<file path="config.mk">
export PLATFORM = sky130hd
export DESIGN_NAME = amd_decode
export DESIGN_NICKNAME = d
export VERILOG_FILES = /design/src/include/amd_pkg.sv /design/src/hw/amd_decode.sv /design/src/hw/amd_ea_gen.sv /design/src/hw/amd_mode_tab.sv
export SDC_FILE = /design/constraint.sdc
export NUM_CORES = 1
export LEC_CHECK = 0
export ABC_AREA = 1
export BUFFER_PORTS_ARGS = -buffer_cell sky130_fd_sc_hd__buf_2
export CAP_MARGIN = 20
export CELL_PAD_IN_SITES_DETAIL_PLACEMENT = 0
export CELL_PAD_IN_SITES_GLOBAL_PLACEMENT = 2
export CORE_MARGIN = 1
export CORE_UTILIZATION = 33
export CTS_CLUSTER_SIZE = 14
export DETAILED_ROUTE_END_ITERATION = 7
export PLACE_DENSITY_LB_ADDON = 0.1
export SLEW_MARGIN = 20
export SYNTH_ARGS = -nofsm -noshare
export SYNTH_HDL_FRONTEND = slang
export SYNTH_SLANG_ARGS = --single-unit
</file>
<file path="constraint.sdc">
create_clock -name clk -period 5.93 [get_ports clk]
set_input_delay 1.779 -clock clk [delete_from_list [all_inputs] [get_ports clk]]
set_output_delay 1.779 -clock clk [all_outputs]
set_load 0.03 [all_outputs]
</file>
<file path="src/include/amd_pkg.sv">
// constants and types for the addressing-mode decoder
// assumes one 100 MHz clock domain and byte-wide program and data memory
package amd_pkg;

  // bus widths
  localparam int ADDR_W = 16;
  localparam int DATA_W = 8;

  // seventeen operand addressing modes in nine families
  typedef enum logic [4:0] {
    M_INH   = 5'h00,  // inherent
    M_IMM   = 5'h01,  // immediate
    M_DIR_S = 5'h02,  // direct short
    M_DIR_L = 5'h03,  // direct long
    M_IDX_0 = 5'h04,  // indexed, no offset
    M_IDX_S = 5'h05,  // indexed, byte offset
    M_IDX_L = 5'h06,  // indexed, word offset
    M_IND_S = 5'h07,  // indirect, byte pointer
    M_IND_L = 5'h08,  // indirect, word pointer
    M_IIX_S = 5'h09,  // indirect indexed, byte pointer
    M_IIX_L = 5'h0A,  // indirect indexed, word pointer
    M_REL_D = 5'h0B,  // relative, offset follows opcode
    M_REL_I = 5'h0C,  // relative, offset in memory
    M_BIT_D = 5'h0D,  // bit, direct
    M_BIT_I = 5'h0E,  // bit, indirect
    M_BTJ_D = 5'h0F,  // bit test and jump, direct
    M_BTJ_I = 5'h10   // bit test and jump, indirect
  } amd_mode_t;

  // sequencer states
  typedef enum logic [2:0] {
    S_OPF  = 3'h0,  // opcode fetch
    S_DEC  = 3'h1,  // decode
    S_OPN  = 3'h2,  // operand byte fetch
    S_PTR  = 3'h3,  // pointer read from data memory
    S_EMIT = 3'h4,  // hand decoded operation on
    S_WFI  = 3'h5,  // low power, clock running
    S_HALT = 3'h6   // oscillator stopped
  } amd_state_t;

  // inherent operations, held in the class field
  typedef enum logic [2:0] {
    no_op             = 3'h0,
    set_irq_mask_op   = 3'h1,
    clear_irq_mask_op = 3'h2,
    wait_for_irq_op   = 3'h3,
    halt_osc_op       = 3'h4
  } amd_inh_t;

  // opcode field layout
  localparam int OP_MODE_LSB = 0;
  localparam int OP_MODE_MSB = 4;
  localparam int OP_CLS_LSB  = 5;
  localparam int OP_CLS_MSB  = 7;
  localparam int CLS_Y_BIT   = 5;
  localparam int CLS_RMW_BIT = 6;

  // byte counts
  localparam logic [1:0] LEN_NONE = 2'h0;
  localparam logic [1:0] LEN_BYTE = 2'h1;
  localparam logic [1:0] LEN_WORD = 2'h2;

  // interrupt mask levels
  localparam logic [1:0] IMASK_LEVEL3 = 2'h3;
  localparam logic [1:0] IMASK_LEVEL0 = 2'h0;
  localparam logic [1:0] IMASK_RESET  = 2'h3;

  // address constants
  localparam logic [7:0]  PAGE_ZERO = 8'h00;
  localparam logic [15:0] PC_RESET  = 16'h0000;
  localparam logic [15:0] ADDR_INC  = 16'h0001;

endpackage

</file>
<file path="src/hw/amd_decode.sv">
// opcode fetch, operand gathering and effective-address generation
// assumes req/ack memories: data is valid in the cycle ack is high
`timescale 1ns/1ps
`default_nettype none
// How it works
// - seventeen operand modes in nine families are decoded from the opcode
// - long modes build full sixteen-bit operand addresses
// - long modes fetch more bytes or pointer bytes than short ones
// - short direct and indirect modes address page zero only; short indexed sums can carry past it
// - read-modify-write classes with long modes are refused as illegal
// - inherent opcodes take no operand bytes
// - immediate opcodes take one literal byte
// - short direct takes one address byte as the operand address
// - set-mask opcode raises the interrupt mask to level three
// - clear-mask opcode lowers the interrupt mask to level zero
// - wait opcode enters low power until an interrupt arrives
// - halt opcode stops the oscillator until an interrupt arrives
// - long direct fetches a sixteen-bit address in two bytes
// - indexed address is index plus offset, unsigned
// - relative modes add a signed byte offset to the counter
module amd_decode
  import amd_pkg::*;
(
  input  wire logic        clk,
  input  wire logic        rst,
  output logic      [15:0] pm_addr,
  output logic             pm_req,
  input  wire logic        pm_ack,
  input  wire logic [7:0]  pm_rdata,
  output logic      [15:0] dm_addr,
  output logic             dm_req,
  input  wire logic        dm_ack,
  input  wire logic [7:0]  dm_rdata,
  input  wire logic [7:0]  idx_x,
  input  wire logic [7:0]  idx_y,
  input  wire logic        irq_pending,
  input  wire logic        rel_take,
  output logic      [15:0] pc,
  output logic             op_valid,
  output logic      [7:0]  op_code,
  output logic      [4:0]  op_mode,
  output logic      [15:0] eff_addr,
  output logic      [7:0]  imm_data,
  output logic      [15:0] rel_target,
  output logic             op_illegal,
  output logic      [1:0]  irq_mask,
  output logic             wait_lp,
  output logic             osc_stop
);

  amd_state_t  state_reg;
  amd_state_t  state_next;
  logic [15:0] pc_reg;
  logic [15:0] pc_next;
  logic [7:0]  op_reg;
  logic [7:0]  b1_reg;
  logic [7:0]  b2_reg;
  logic [15:0] ptr_reg;
  logic [1:0]  left_reg;
  logic [1:0]  pleft_reg;
  logic [1:0]  nb_reg;
  logic [1:0]  np_reg;
  logic [15:0] op_pc_reg;
  logic [4:0]  mode_w;
  logic [2:0]  cls_w;
  logic [1:0]  opnd_w;
  logic [1:0]  ptrn_w;
  logic        long_w;
  logic        ok_w;
  logic        bad_w;
  logic        rel_w;
  logic [7:0]  idx_w;
  logic [15:0] ea_w;
  logic [15:0] tgt_w;
  logic [7:0]  pbase_w;

  // opcode fields
  assign mode_w  = op_reg[OP_MODE_MSB:OP_MODE_LSB];
  assign cls_w   = op_reg[OP_CLS_MSB:OP_CLS_LSB];
  assign idx_w   = cls_w[CLS_Y_BIT-OP_CLS_LSB] ? idx_y : idx_x;
  assign bad_w   = !ok_w || ((mode_w != M_INH) && cls_w[CLS_RMW_BIT-OP_CLS_LSB]
                   && long_w);
  assign rel_w   = (mode_w == M_REL_D) || (mode_w == M_REL_I) ||
                   (mode_w == M_BTJ_D) || (mode_w == M_BTJ_I);
  assign pbase_w = (nb_reg == LEN_NONE) ? pm_rdata : b1_reg;

  amd_mode_tab u_tab (
    .mode     (mode_w),
    .opnd_cnt (opnd_w),
    .ptr_cnt  (ptrn_w),
    .is_long  (long_w),
    .mode_ok  (ok_w)
  );

  amd_ea_gen u_ea (
    .mode       (mode_w),
    .b1         (b1_reg),
    .b2         (b2_reg),
    .ptr        (ptr_reg),
    .idx        (idx_w),
    .pc         (pc_reg),
    .ea         (ea_w),
    .rel_target (tgt_w)
  );

  // sequencer next state and program counter
  always_comb begin
    state_next = state_reg;
    pc_next    = pc_reg;
    case (state_reg)
      S_OPF: begin
        if (pm_ack) begin
          state_next = S_DEC;
          pc_next    = pc_reg + ADDR_INC;
        end
      end
      S_DEC: begin
        if (bad_w) begin
          state_next = S_OPF;
          pc_next    = pc_reg + {14'h0000, opnd_w}; // skip refused operands
        end else if (opnd_w != LEN_NONE) begin
          state_next = S_OPN;
        end else begin
          state_next = S_EMIT;
        end
      end
      S_OPN: begin
        if (pm_ack) begin
          pc_next = pc_reg + ADDR_INC;
          if (left_reg == LEN_BYTE) begin
            state_next = (ptrn_w != LEN_NONE) ? S_PTR : S_EMIT;
          end
        end
      end
      S_PTR: begin
        if (dm_ack && (pleft_reg == LEN_BYTE)) begin
          state_next = S_EMIT;
        end
      end
      S_EMIT: begin
        state_next = S_OPF;
        if (mode_w == M_INH && cls_w == wait_for_irq_op) begin
          state_next = S_WFI;
        end else if (mode_w == M_INH && cls_w == halt_osc_op) begin
          state_next = S_HALT;
        end
        if (rel_w && rel_take) begin
          pc_next = tgt_w;
        end
      end
      S_WFI, S_HALT: begin
        if (irq_pending) begin
          state_next = S_OPF;
        end
      end
      default: state_next = S_OPF;
    endcase
  end

  // state and counter
  always_ff @(posedge clk) begin
    if (rst) begin
      state_reg <= S_OPF;
      pc_reg    <= PC_RESET;
    end else begin
      state_reg <= state_next;
      pc_reg    <= pc_next;
    end
  end

  // opcode capture
  always_ff @(posedge clk) begin
    if (rst) begin
      op_reg    <= 8'h00;
      op_pc_reg <= PC_RESET;
    end else if (state_reg == S_OPF && pm_ack) begin
      op_reg    <= pm_rdata;
      op_pc_reg <= pc_reg;
    end
  end

  // operand bytes, first then second
  always_ff @(posedge clk) begin
    if (rst) begin
      b1_reg   <= 8'h00;
      b2_reg   <= 8'h00;
      left_reg <= LEN_NONE;
      nb_reg   <= LEN_NONE;
    end else if (state_reg == S_DEC) begin
      b1_reg   <= 8'h00;
      b2_reg   <= 8'h00;
      left_reg <= opnd_w;
      nb_reg   <= LEN_NONE;
    end else if (state_reg == S_OPN && pm_ack) begin
      if (nb_reg == LEN_NONE) begin
        b1_reg <= pm_rdata;
      end else begin
        b2_reg <= pm_rdata;
      end
      left_reg <= left_reg - LEN_BYTE;
      nb_reg   <= nb_reg + LEN_BYTE;
    end
  end

  // pointer read, high byte first for a word
  always_ff @(posedge clk) begin
    if (rst) begin
      ptr_reg   <= 16'h0000;
      pleft_reg <= LEN_NONE;
      np_reg    <= LEN_NONE;
    end else if (state_reg == S_DEC) begin
      ptr_reg   <= 16'h0000;
      pleft_reg <= ptrn_w;
      np_reg    <= LEN_NONE;
    end else if (state_reg == S_PTR && dm_ack) begin
      ptr_reg   <= {ptr_reg[7:0], dm_rdata};
      pleft_reg <= pleft_reg - LEN_BYTE;
      np_reg    <= np_reg + LEN_BYTE;
    end
  end

  // memory requests, registered ahead of the state they serve
  always_ff @(posedge clk) begin
    if (rst) begin
      pm_req  <= 1'b0;
      pm_addr <= PC_RESET;
      dm_req  <= 1'b0;
      dm_addr <= 16'h0000;
    end else begin
      pm_req  <= (state_next == S_OPF) || (state_next == S_OPN);
      pm_addr <= pc_next;
      dm_req  <= (state_next == S_PTR);
      if (state_reg == S_OPN && state_next == S_PTR) begin
        dm_addr <= {PAGE_ZERO, pbase_w}; // pointer sits in page zero
      end else if (state_reg == S_PTR && dm_ack) begin
        dm_addr <= dm_addr + ADDR_INC;
      end
    end
  end

  // decoded operation handed on
  always_ff @(posedge clk) begin
    if (rst) begin
      op_valid   <= 1'b0;
      op_code    <= 8'h00;
      op_mode    <= M_INH;
      eff_addr   <= 16'h0000;
      imm_data   <= 8'h00;
      rel_target <= PC_RESET;
      op_illegal <= 1'b0;
    end else begin
      op_valid   <= (state_reg == S_EMIT);
      op_illegal <= (state_reg == S_DEC) && bad_w;
      if (state_reg == S_EMIT) begin
        op_code    <= op_reg;
        op_mode    <= mode_w;
        eff_addr   <= ea_w;
        imm_data   <= b1_reg;
        rel_target <= tgt_w;
      end
    end
  end

  // interrupt mask level
  always_ff @(posedge clk) begin
    if (rst) begin
      irq_mask <= IMASK_RESET;
    end else if (state_reg == S_EMIT && mode_w == M_INH) begin
      if (cls_w == set_irq_mask_op) begin
        irq_mask <= IMASK_LEVEL3;
      end else if (cls_w == clear_irq_mask_op) begin
        irq_mask <= IMASK_LEVEL0;
      end
    end
  end

  // low power flags
  always_ff @(posedge clk) begin
    if (rst) begin
      wait_lp  <= 1'b0;
      osc_stop <= 1'b0;
    end else begin
      wait_lp  <= (state_next == S_WFI);
      osc_stop <= (state_next == S_HALT);
    end
  end

  assign pc = pc_reg;

  // checks
  chk_mode_range: assert property (@(posedge clk) disable iff (rst)
    op_valid |-> op_mode <= M_BTJ_I) else $error("mode out of range");
  chk_long_reach: assert property (@(posedge clk) disable iff (rst)
    op_valid && op_mode == M_DIR_L |-> eff_addr == {b1_reg, b2_reg})
    else $error("long direct address wrong");
  chk_long_ptr: assert property (@(posedge clk) disable iff (rst)
    op_valid && (op_mode == M_IND_L || op_mode == M_IIX_L) |-> np_reg == LEN_WORD)
    else $error("long pointer not two bytes");
  chk_page_zero: assert property (@(posedge clk) disable iff (rst)
    op_valid && (op_mode == M_DIR_S || op_mode == M_IND_S || op_mode == M_BIT_D)
    |-> eff_addr[15:8] == PAGE_ZERO) else $error("short mode left page zero");
  chk_rmw_short: assert property (@(posedge clk) disable iff (rst)
    op_valid && op_mode != M_INH && op_code[CLS_RMW_BIT] |->
    !(op_mode inside {M_DIR_L, M_IDX_L, M_IND_L, M_IIX_L}))
    else $error("long mode passed on rmw class");
  chk_inh_len: assert property (@(posedge clk) disable iff (rst)
    op_valid && op_mode == M_INH |-> nb_reg == LEN_NONE && pc_reg == op_pc_reg + ADDR_INC)
    else $error("inherent took operand bytes");
  chk_imm_len: assert property (@(posedge clk) disable iff (rst)
    op_valid && op_mode == M_IMM |-> nb_reg == LEN_BYTE && imm_data == b1_reg)
    else $error("immediate length wrong");
  chk_dir_short: assert property (@(posedge clk) disable iff (rst)
    op_valid && op_mode == M_DIR_S |-> eff_addr == {PAGE_ZERO, b1_reg})
    else $error("short direct address wrong");
  chk_mask_set: assert property (@(posedge clk) disable iff (rst)
    op_valid && op_mode == M_INH && op_code[7:5] == set_irq_mask_op |->
    irq_mask == IMASK_LEVEL3) else $error("mask not raised");
  chk_mask_clr: assert property (@(posedge clk) disable iff (rst)
    op_valid && op_mode == M_INH && op_code[7:5] == clear_irq_mask_op |->
    irq_mask == IMASK_LEVEL0) else $error("mask not lowered");
  chk_wait_hold: assert property (@(posedge clk) disable iff (rst)
    wait_lp && !irq_pending |=> wait_lp && !pm_req) else $error("left wait early");
  chk_halt_hold: assert property (@(posedge clk) disable iff (rst)
    osc_stop && !irq_pending |=> osc_stop) else $error("left halt early");
  chk_dir_two: assert property (@(posedge clk) disable iff (rst)
    op_valid && op_mode == M_DIR_L |-> nb_reg == LEN_WORD) else $error("long direct bytes");
  chk_idx_sum: assert property (@(posedge clk) disable iff (rst)
    op_valid && op_mode == M_IDX_S |->
    eff_addr == {PAGE_ZERO, b1_reg} + {PAGE_ZERO, $past(idx_w)})
    else $error("indexed sum wrong");
  chk_rel_add: assert property (@(posedge clk) disable iff (rst)
    op_valid && op_mode == M_REL_D |->
    rel_target == $past(pc_reg) + {{8{b1_reg[7]}}, b1_reg}) else $error("relative wrong");
  chk_pc_step: assert property (@(posedge clk) disable iff (rst)
    state_reg == S_OPN && pm_ack |=> pc_reg == $past(pc_reg) + ADDR_INC)
    else $error("pc not stepped");

  cov_btj_ind: cover property (@(posedge clk) op_valid && op_mode == M_BTJ_I);
  cov_iix_long: cover property (@(posedge clk) op_valid && op_mode == M_IIX_L);
  cov_refused: cover property (@(posedge clk) op_illegal);
  cov_wake: cover property (@(posedge clk) wait_lp ##1 !wait_lp);

endmodule // amd_decode
`default_nettype wire

</file>
<file path="src/hw/amd_ea_gen.sv">
// effective address and relative target from the gathered bytes
// assumes operand and pointer bytes already fetched and stable
`timescale 1ns/1ps
`default_nettype none
module amd_ea_gen
  import amd_pkg::*;
(
  input  wire logic [4:0]  mode,
  input  wire logic [7:0]  b1,
  input  wire logic [7:0]  b2,
  input  wire logic [15:0] ptr,
  input  wire logic [7:0]  idx,
  input  wire logic [15:0] pc,
  output logic      [15:0] ea,
  output logic      [15:0] rel_target
);

  logic [15:0] idx16;
  logic [7:0]  off;

  assign idx16 = {PAGE_ZERO, idx};

  // address per mode; indexed sums are unsigned
  always_comb begin
    ea = {PAGE_ZERO, b1};
    case (mode)
      M_DIR_L:          ea = {b1, b2};
      M_IDX_0:          ea = idx16;
      M_IDX_S:          ea = {PAGE_ZERO, b1} + idx16;
      M_IDX_L:          ea = {b1, b2} + idx16;
      M_IND_S, M_BIT_I,
      M_BTJ_I:          ea = {PAGE_ZERO, ptr[7:0]};
      M_IND_L:          ea = ptr;
      M_IIX_S:          ea = {PAGE_ZERO, ptr[7:0]} + idx16;
      M_IIX_L:          ea = ptr + idx16;
      default:          ea = {PAGE_ZERO, b1};
    endcase
  end

  // signed 8-bit offset added to the next-instruction address
  always_comb begin
    case (mode)
      M_REL_I:          off = ptr[7:0];
      M_BTJ_D, M_BTJ_I: off = b2;
      default:          off = b1;
    endcase
    rel_target = pc + {{8{off[7]}}, off};
  end

endmodule // amd_ea_gen
`default_nettype wire

</file>
<file path="src/hw/amd_mode_tab.sv">
// mode table: operand bytes, pointer bytes and reach for each mode
// assumes a mode code from the opcode's low field
`timescale 1ns/1ps
`default_nettype none
module amd_mode_tab
  import amd_pkg::*;
(
  input  wire logic [4:0] mode,
  output logic      [1:0] opnd_cnt,
  output logic      [1:0] ptr_cnt,
  output logic            is_long,
  output logic            mode_ok
);

  // byte counts per mode, undefined codes flagged
  always_comb begin
    opnd_cnt = LEN_NONE;
    ptr_cnt  = LEN_NONE;
    is_long  = 1'b0;
    mode_ok  = 1'b1;
    case (mode)
      M_INH, M_IDX_0:                    opnd_cnt = LEN_NONE;
      M_IMM, M_DIR_S, M_IDX_S, M_REL_D,
      M_BIT_D:                           opnd_cnt = LEN_BYTE;
      M_DIR_L, M_IDX_L: begin
        opnd_cnt = LEN_WORD;
        is_long  = 1'b1;
      end
      M_IND_S, M_IIX_S, M_REL_I, M_BIT_I: begin
        opnd_cnt = LEN_BYTE;
        ptr_cnt  = LEN_BYTE;
      end
      M_IND_L, M_IIX_L: begin
        opnd_cnt = LEN_BYTE;
        ptr_cnt  = LEN_WORD;
        is_long  = 1'b1;
      end
      M_BTJ_D:                           opnd_cnt = LEN_WORD;
      M_BTJ_I: begin
        opnd_cnt = LEN_WORD;
        ptr_cnt  = LEN_BYTE;
      end
      default:                           mode_ok  = 1'b0;
    endcase
  end

endmodule // amd_mode_tab
`default_nettype wire

</file>
Yosys cells after proc, flatten, opt, wreduce, memory -nomap -nowiden. Index checks and enable logic that the tools add are counted.

$add $sub $neg: 11. Multipliers: 0. Divide/modulo/power cells: 0. Order comparisons: 0. Equal/unequal tests: 35. Shifts and indexed selects: 0. Multiplexer cells: 31. Bitwise gates (word level): 1. Reductions and logical operators: 45.

Operators by type and width (number): 16-bit one-hot mux with 8 select lines (1); 16-bit 2-to-1 mux (3); 16-bit one-hot mux with 3 select lines (1); 5-bit by 4-bit equality test with 1-bit output, second input constant (8); 16-bit by 1-bit adder with 16-bit output, second input constant (2); 16-bit by 8-bit adder with 16-bit output (2); 8-bit 2-to-1 mux (4); 3-bit 2-to-1 mux (10); 5-bit by 3-bit equality test with 1-bit output, second input constant (4); 8-bit by 8-bit adder with 9-bit output (2); 3-bit by 2-bit equality test with 1-bit output, second input constant (6); 3-bit equality test, second input constant (6); 3-bit one-hot mux with 6 select lines (1); 17-bit OR reduction (1); 16-bit adder (1); 16-bit by 2-bit adder with 16-bit output (1); 8-bit one-hot mux with 2 select lines (1); 1-bit logical AND (12); 2-bit 2-to-1 mux (6); 2-bit nonzero test (6); 2-bit OR reduction (6); 11-bit OR reduction (1); 5-bit by 2-bit equality test with 1-bit output, second input constant (2); 2-bit one-hot mux with 2 select lines (2); other kinds (22) (34).

Register bits: 142. Latch bits: 0. Memory bits (writable): 0. ROM bits: 0. Bits of input ports: 38. Output and inout bits: 109. Memories: 0.

Longest topological paths before layout.
Depth after elaboration: 11. Depth in mapped cells: 22. Depth with buffers taken out: 22.

Cells and area by module. From an unflattened synthesis, not the netlist that was laid out.

Cells, all modules: 1442. Area, all modules: 9252.6 um^2.

By module, submodules not included: amd_decode (instances 1, cells an instance 920, area each 6379.9 um^2, seq. area each 2722.6 um^2); amd_ea_gen (instances 1, cells an instance 482, area each 2687.6 um^2, seq. area each 0.0 um^2); amd_mode_tab (instances 1, cells an instance 40, area each 185.2 um^2, seq. area each 0.0 um^2).

Worst setup path after synthesis. Ideal clock, no wire load.

Path kind: input to register. From: input port idx_y[1]. To: register eff_addr[6]. Library setup time: 71 ps. Data arrival time: 3636 ps. Setup slack: 2223 ps. Stages on the path: 15. Path through: or2_2 > o21ai_0 > inv_1 > fa_1 > nand3_1 > nand3_1 > nand2_1 > nand2_1 > a21oi_1 > nor2_1 > nor2_1 > nand2_1 > nand3_1 > nand2_1 > a21oi_1.

Cells in the longest elaborated chain, start to end: 3. Elaborated cells on any way between the ends: 6. Classes of those cells: 4 x add/sub; 2 x mux.

RTL lines: from (decl) (line amd_decode.sv:35) `input wire logic [7:0] idx_y,`; 8-bit 2-to-1 mux (*) (line amd_decode.sv:80) `assign idx_w = cls_w[CLS_Y_BIT-OP_CLS_LSB] ? idx_y : idx_x;`; 16-bit by 8-bit adder with 16-bit output, or another cell as far along (line amd_ea_gen.sv:35) `M_IIX_L: ea = ptr + idx16;`; 16-bit one-hot mux with 8 select lines (*) (line amd_ea_gen.sv:26) `case (mode)`; to (signal assigned) (line amd_decode.sv:257) `eff_addr <= ea_w;`; to (decl) (line amd_decode.sv:42) `output logic [15:0] eff_addr,`.

Mark *: on every way between the ends. The rest lies on a longest branch, timed or not. A chain may end at the register's enable or synchronous reset.

Worst setup path in the final report.
From: register op_reg[1]. To: register pm_addr[12].

Cells in the longest elaborated chain, start to end: 7. Elaborated cells on any way between the ends: 43. Classes of those cells: 2 x add/sub; 18 x eq/ne; 7 x mux; 16 x reduce/logical.

RTL lines: from (decl) (line amd_decode.sv:55) `logic [7:0] op_reg;`; from (signal assigned) (line amd_decode.sv:177) `op_reg <= pm_rdata;`; parallel branches: the longest is 7 deep, another holds 16-bit by 2-bit adder with 16-bit output; to (signal assigned) (line amd_decode.sv:231) `pm_addr <= pc_next;`; to (decl) (line amd_decode.sv:26) `output logic [15:0] pm_addr,`.

Parallel ways; which one is timed is not known. The select of a mux whose other input is x is not followed.

==> results by group <==
Layout
  • Share of cells above drive strength 1: 0.1656
  • Commonest non-fill, non-tap cell in the layout: nand2_1
  • ANT cells: 0
  • Commonest non-fill, non-tap cells in the layout: nand2_1 (279), a21oi_1 (153), buf_2 (146), inv_1 (143), dfxtp_1 (136)
  • Final Instance Area: between 0.01 and 0.015 mm²
  • Nets: about 1500
  • Non-Filler Instances: roughly 1700
  • Syn-to-layout area delta: 16.52%

Placement
  • Number of port buffers: around 150
  • Dpl ws: around 1.7 ns
  • Final GP Congestion: 0.8995
  • Post-placement cell area: 0.009473 mm²
  • DP Cell Count: around 1700
  • HPWL after detailed placement: approximately 23000 µm

Routing
  • DRT Wirelength: roughly 31000 µm
  • Routed WL per cell: about 18 µm
  • Met1 wire length: between 15000 and 20000 µm
  • DR WL met2: between 10000 and 15000 µm
  • Antenna-violating nets left: 0
  • Initial drt markers: 500
  • Pre-antenna DRT Iters: 5
  • DR vias/cell: between 5 and 6
  • Highest metal used: met4
  • DRC violations left: 0
  • DR WL met3: between 1000 and 1500 µm
  • Vias: just under 9000

Timing
  • Setup violators final: 0
  • Worst slew margin: 0.4321
  • Slew @ Worst Pin: ~0.85 ns
  • Clock Skew: roughly 0.014 ns
  • Max Slew Vio Count: 0
  • Final min period: ~3.8 ns
  • Fin Setup TNS: 0 ns
  • Final WS setup: around 2.1 ns
  • Max Clk Rate: 0.2624 GHz
  • Final hold violation count: 0
  • Final Cycle Share: 0.6427
  • RSZ-0062 raised after global routing: no

Logic synthesis
  • #FFs+latches synth: 136
  • Post-synth EDFFs: 0
  • Syn Nets: approximately 1400
  • Seq/Total Area, Yosys: 0.3153
  • Post-Synthesis Mean Instance Area: about 6.6 µm²
  • Synth unique cells: 49
  • Warnings from Yosys: 0
  • Mapped cell area: 0.008636 mm²
  • FFs w/ async S/R, synth: 0
  • Post-Syn Instances: 1300
  • Top FF cell, synth: dfxtp_1

Worst setup path
  • Largest fanout on the critical path: 8
  • Worst path slowest cell: nor2_1
  • Arr. time, crit path: between 4 and 5 ns
  • Crit path capture type: flip-flop
  • Crit Path Category: reg2reg
  • Cell depth of the worst flop-to-flop path: 18
  • Worst setup SP type: flip-flop
  • CP peak stage delay: 0.56 ns
  • Crit path required time: about 6.3 ns
  • CP cell instances: nor2_1, inv_1, nor2_1, a22oi_1, o21ai_0, ha_1, inv_1, fa_1, inv_1, nand3_1, nand2_1, inv_1, o21bai_1, a21o_1, nand2_1, nand3b_1, nand3_1, a21oi_1
  • Crit path top cell by count: inv_1

Clock tree
  • Root buf cell: clkbuf_16
  • CTS H-tree depth: 4
  • CTS sink cnt: about 140
  • Latest clock arrival within the worst-skew pair: 0.43 ns
  • Setup bufs post-CTS: 0
  • CTS buffer count: 17
  • CTS tree: done
  • CTS Hold Bufs: 0
  • Worst-path clk slew: approximately 0.07 ns
  • Post-CTS sizing: 0
  • CTS Buffer Depth: 2

Run status
  • Status: finished clean

Die
  • Die Footprint: approximately 0.027 mm²
  • Starting Density: 0.3400
  • Horiz. Die Dim: approximately 160 µm
  • CORE AREA: roughly 0.025 mm²
  • Rows: slightly below 60
  • IO Count: between 100 and 150
  • Die H: roughly 160 µm

Power and ir drop
  • P_leak: approximately 4.5 nW
  • Pwr/cell area: approximately 300 mW/mm²
  • Peak supply drop: ~160 µV

Flow run
  • Number of max-cap violations: 0

Global routing
  • GRT Util Overall: 0.2337
  • Vias in the first global route: just over 8000
  • Initial antenna violation count: 1
  • Congestion Overflow GR: 0
  • First-pass GRT wire length: roughly 47000 µm
  • Largest net degree at the start of global routing: 62

Hold path
  • Type of the worst min-delay path: reg2reg
  • WHS Path Cells: 2
-- final cells by class --
cell class | instances | area [µm²]
clock buffer | 17 | 425.4
clock inverter | 14 | 163.9
fill | 2804 | 15340
inverter | 150 | 565.5
multi-input combinational | 949 | 4989
sequential | 136 | 2723
tap | 330 | 412.9
timing repair buffer | 153 | 783.3
-- layer usage --
layer  global-route usage  vias to the layer above
met5                    0                        -
met4              0.05261                        0
met3              0.03535                       29
met2               0.3692                      222
met1               0.3326                     4064
li1                     -                     4537
-- worst max-delay path: cells and delay by family (launching register included) --
family          cells  cell delay, ns
fa+ha+maj           2            0.61
buf+inv             4            0.33
simple gates        7            1.32
flops               1            0.36
compound gates      5            1.11
-- final timing paths --
| check | slack [ns] | from | to |
|---|---|---|---|
| worst min register to register | 0.46 | rel_target[12]$_SDFFE_PP0P_ | rel_target[12]$_SDFFE_PP0P_ |
| worst max register to register | 2.12 | op_reg[1]$_SDFFE_PP0P_ | pm_addr[12]$_SDFFE_PP0P_ |
| worst min-delay path | 0.46 | rel_target[12]$_SDFFE_PP0P_ | rel_target[12]$_SDFFE_PP0P_ |
| worst max-delay path | 2.12 | op_reg[1]$_SDFFE_PP0P_ | pm_addr[12]$_SDFFE_PP0P_ |
-- synthesized netlist by cell type (4+ instances only) --
cell,n,share of area
inv_2,5,0.0022
a211oi_1,9,0.0078
clkbuf_1,32,0.014
ha_1,38,0.055
o211ai_1,6,0.0052
o22ai_1,9,0.0065
o21bai_1,5,0.0043
dfxtp_1,136,0.32
o21ai_0,133,0.077
xnor2_1,7,0.0071
buf_4,24,0.021
nand2_2,7,0.0051
buf_2,4,0.0023
nor3_1,18,0.010
nor2_4,5,0.0065
nand4_1,8,0.0058
o21ai_2,4,0.0041
nand3_2,4,0.0046
xor2_1,9,0.0091
a21o_1,4,0.0035
a21oi_1,153,0.089
fa_1,4,0.0093
nor2_2,10,0.0072
nand2_1,280,0.12
nor2_1,115,0.050
a31oi_1,9,0.0065
inv_1,143,0.062
nand3_1,62,0.036
o21ai_1,4,0.0023
a22oi_1,11,0.0096
or2_2,8,0.0058
-- report_power, final --
group,leakage [nW],internal [mW],total (mW),switching (mW)
logic,3.15,0.246,0.866,0.619
clock network,0.285,0.631,1.10,0.472
registers,1.10,0.976,1.07,0.0934
-- through the flow --
stage                     power [mW]  utilization  hold slack [ns]
after detailed placement       1.958       0.3730           0.4522
after floorplan                1.721            -           0.4332
final                          3.039       0.3962           0.4597
after CTS                      3.067       0.3962           0.4622
after global placement         1.959       0.3730           0.4435
after global routing           3.205       0.3962           0.4747
-- cell families (layout without fill, tap and decap cells) --
group / after synthesis / in the layout / share of synthesized area
adder cells (fa/ha/maj): 42 / 42 / 0.06433
AND/OR/NAND/NOR: 531 / 531 / 0.2682
buffers and inverters: 215 / 334 / 0.1074
multiplexers: 1 / 1 / 0.001159
AO/OA/AOI/OAI: 359 / 359 / 0.2275
flip-flops: 136 / 136 / 0.3153
XOR/XNOR: 16 / 16 / 0.01623
No activity file was read; power rests on OpenSTA's default activity.
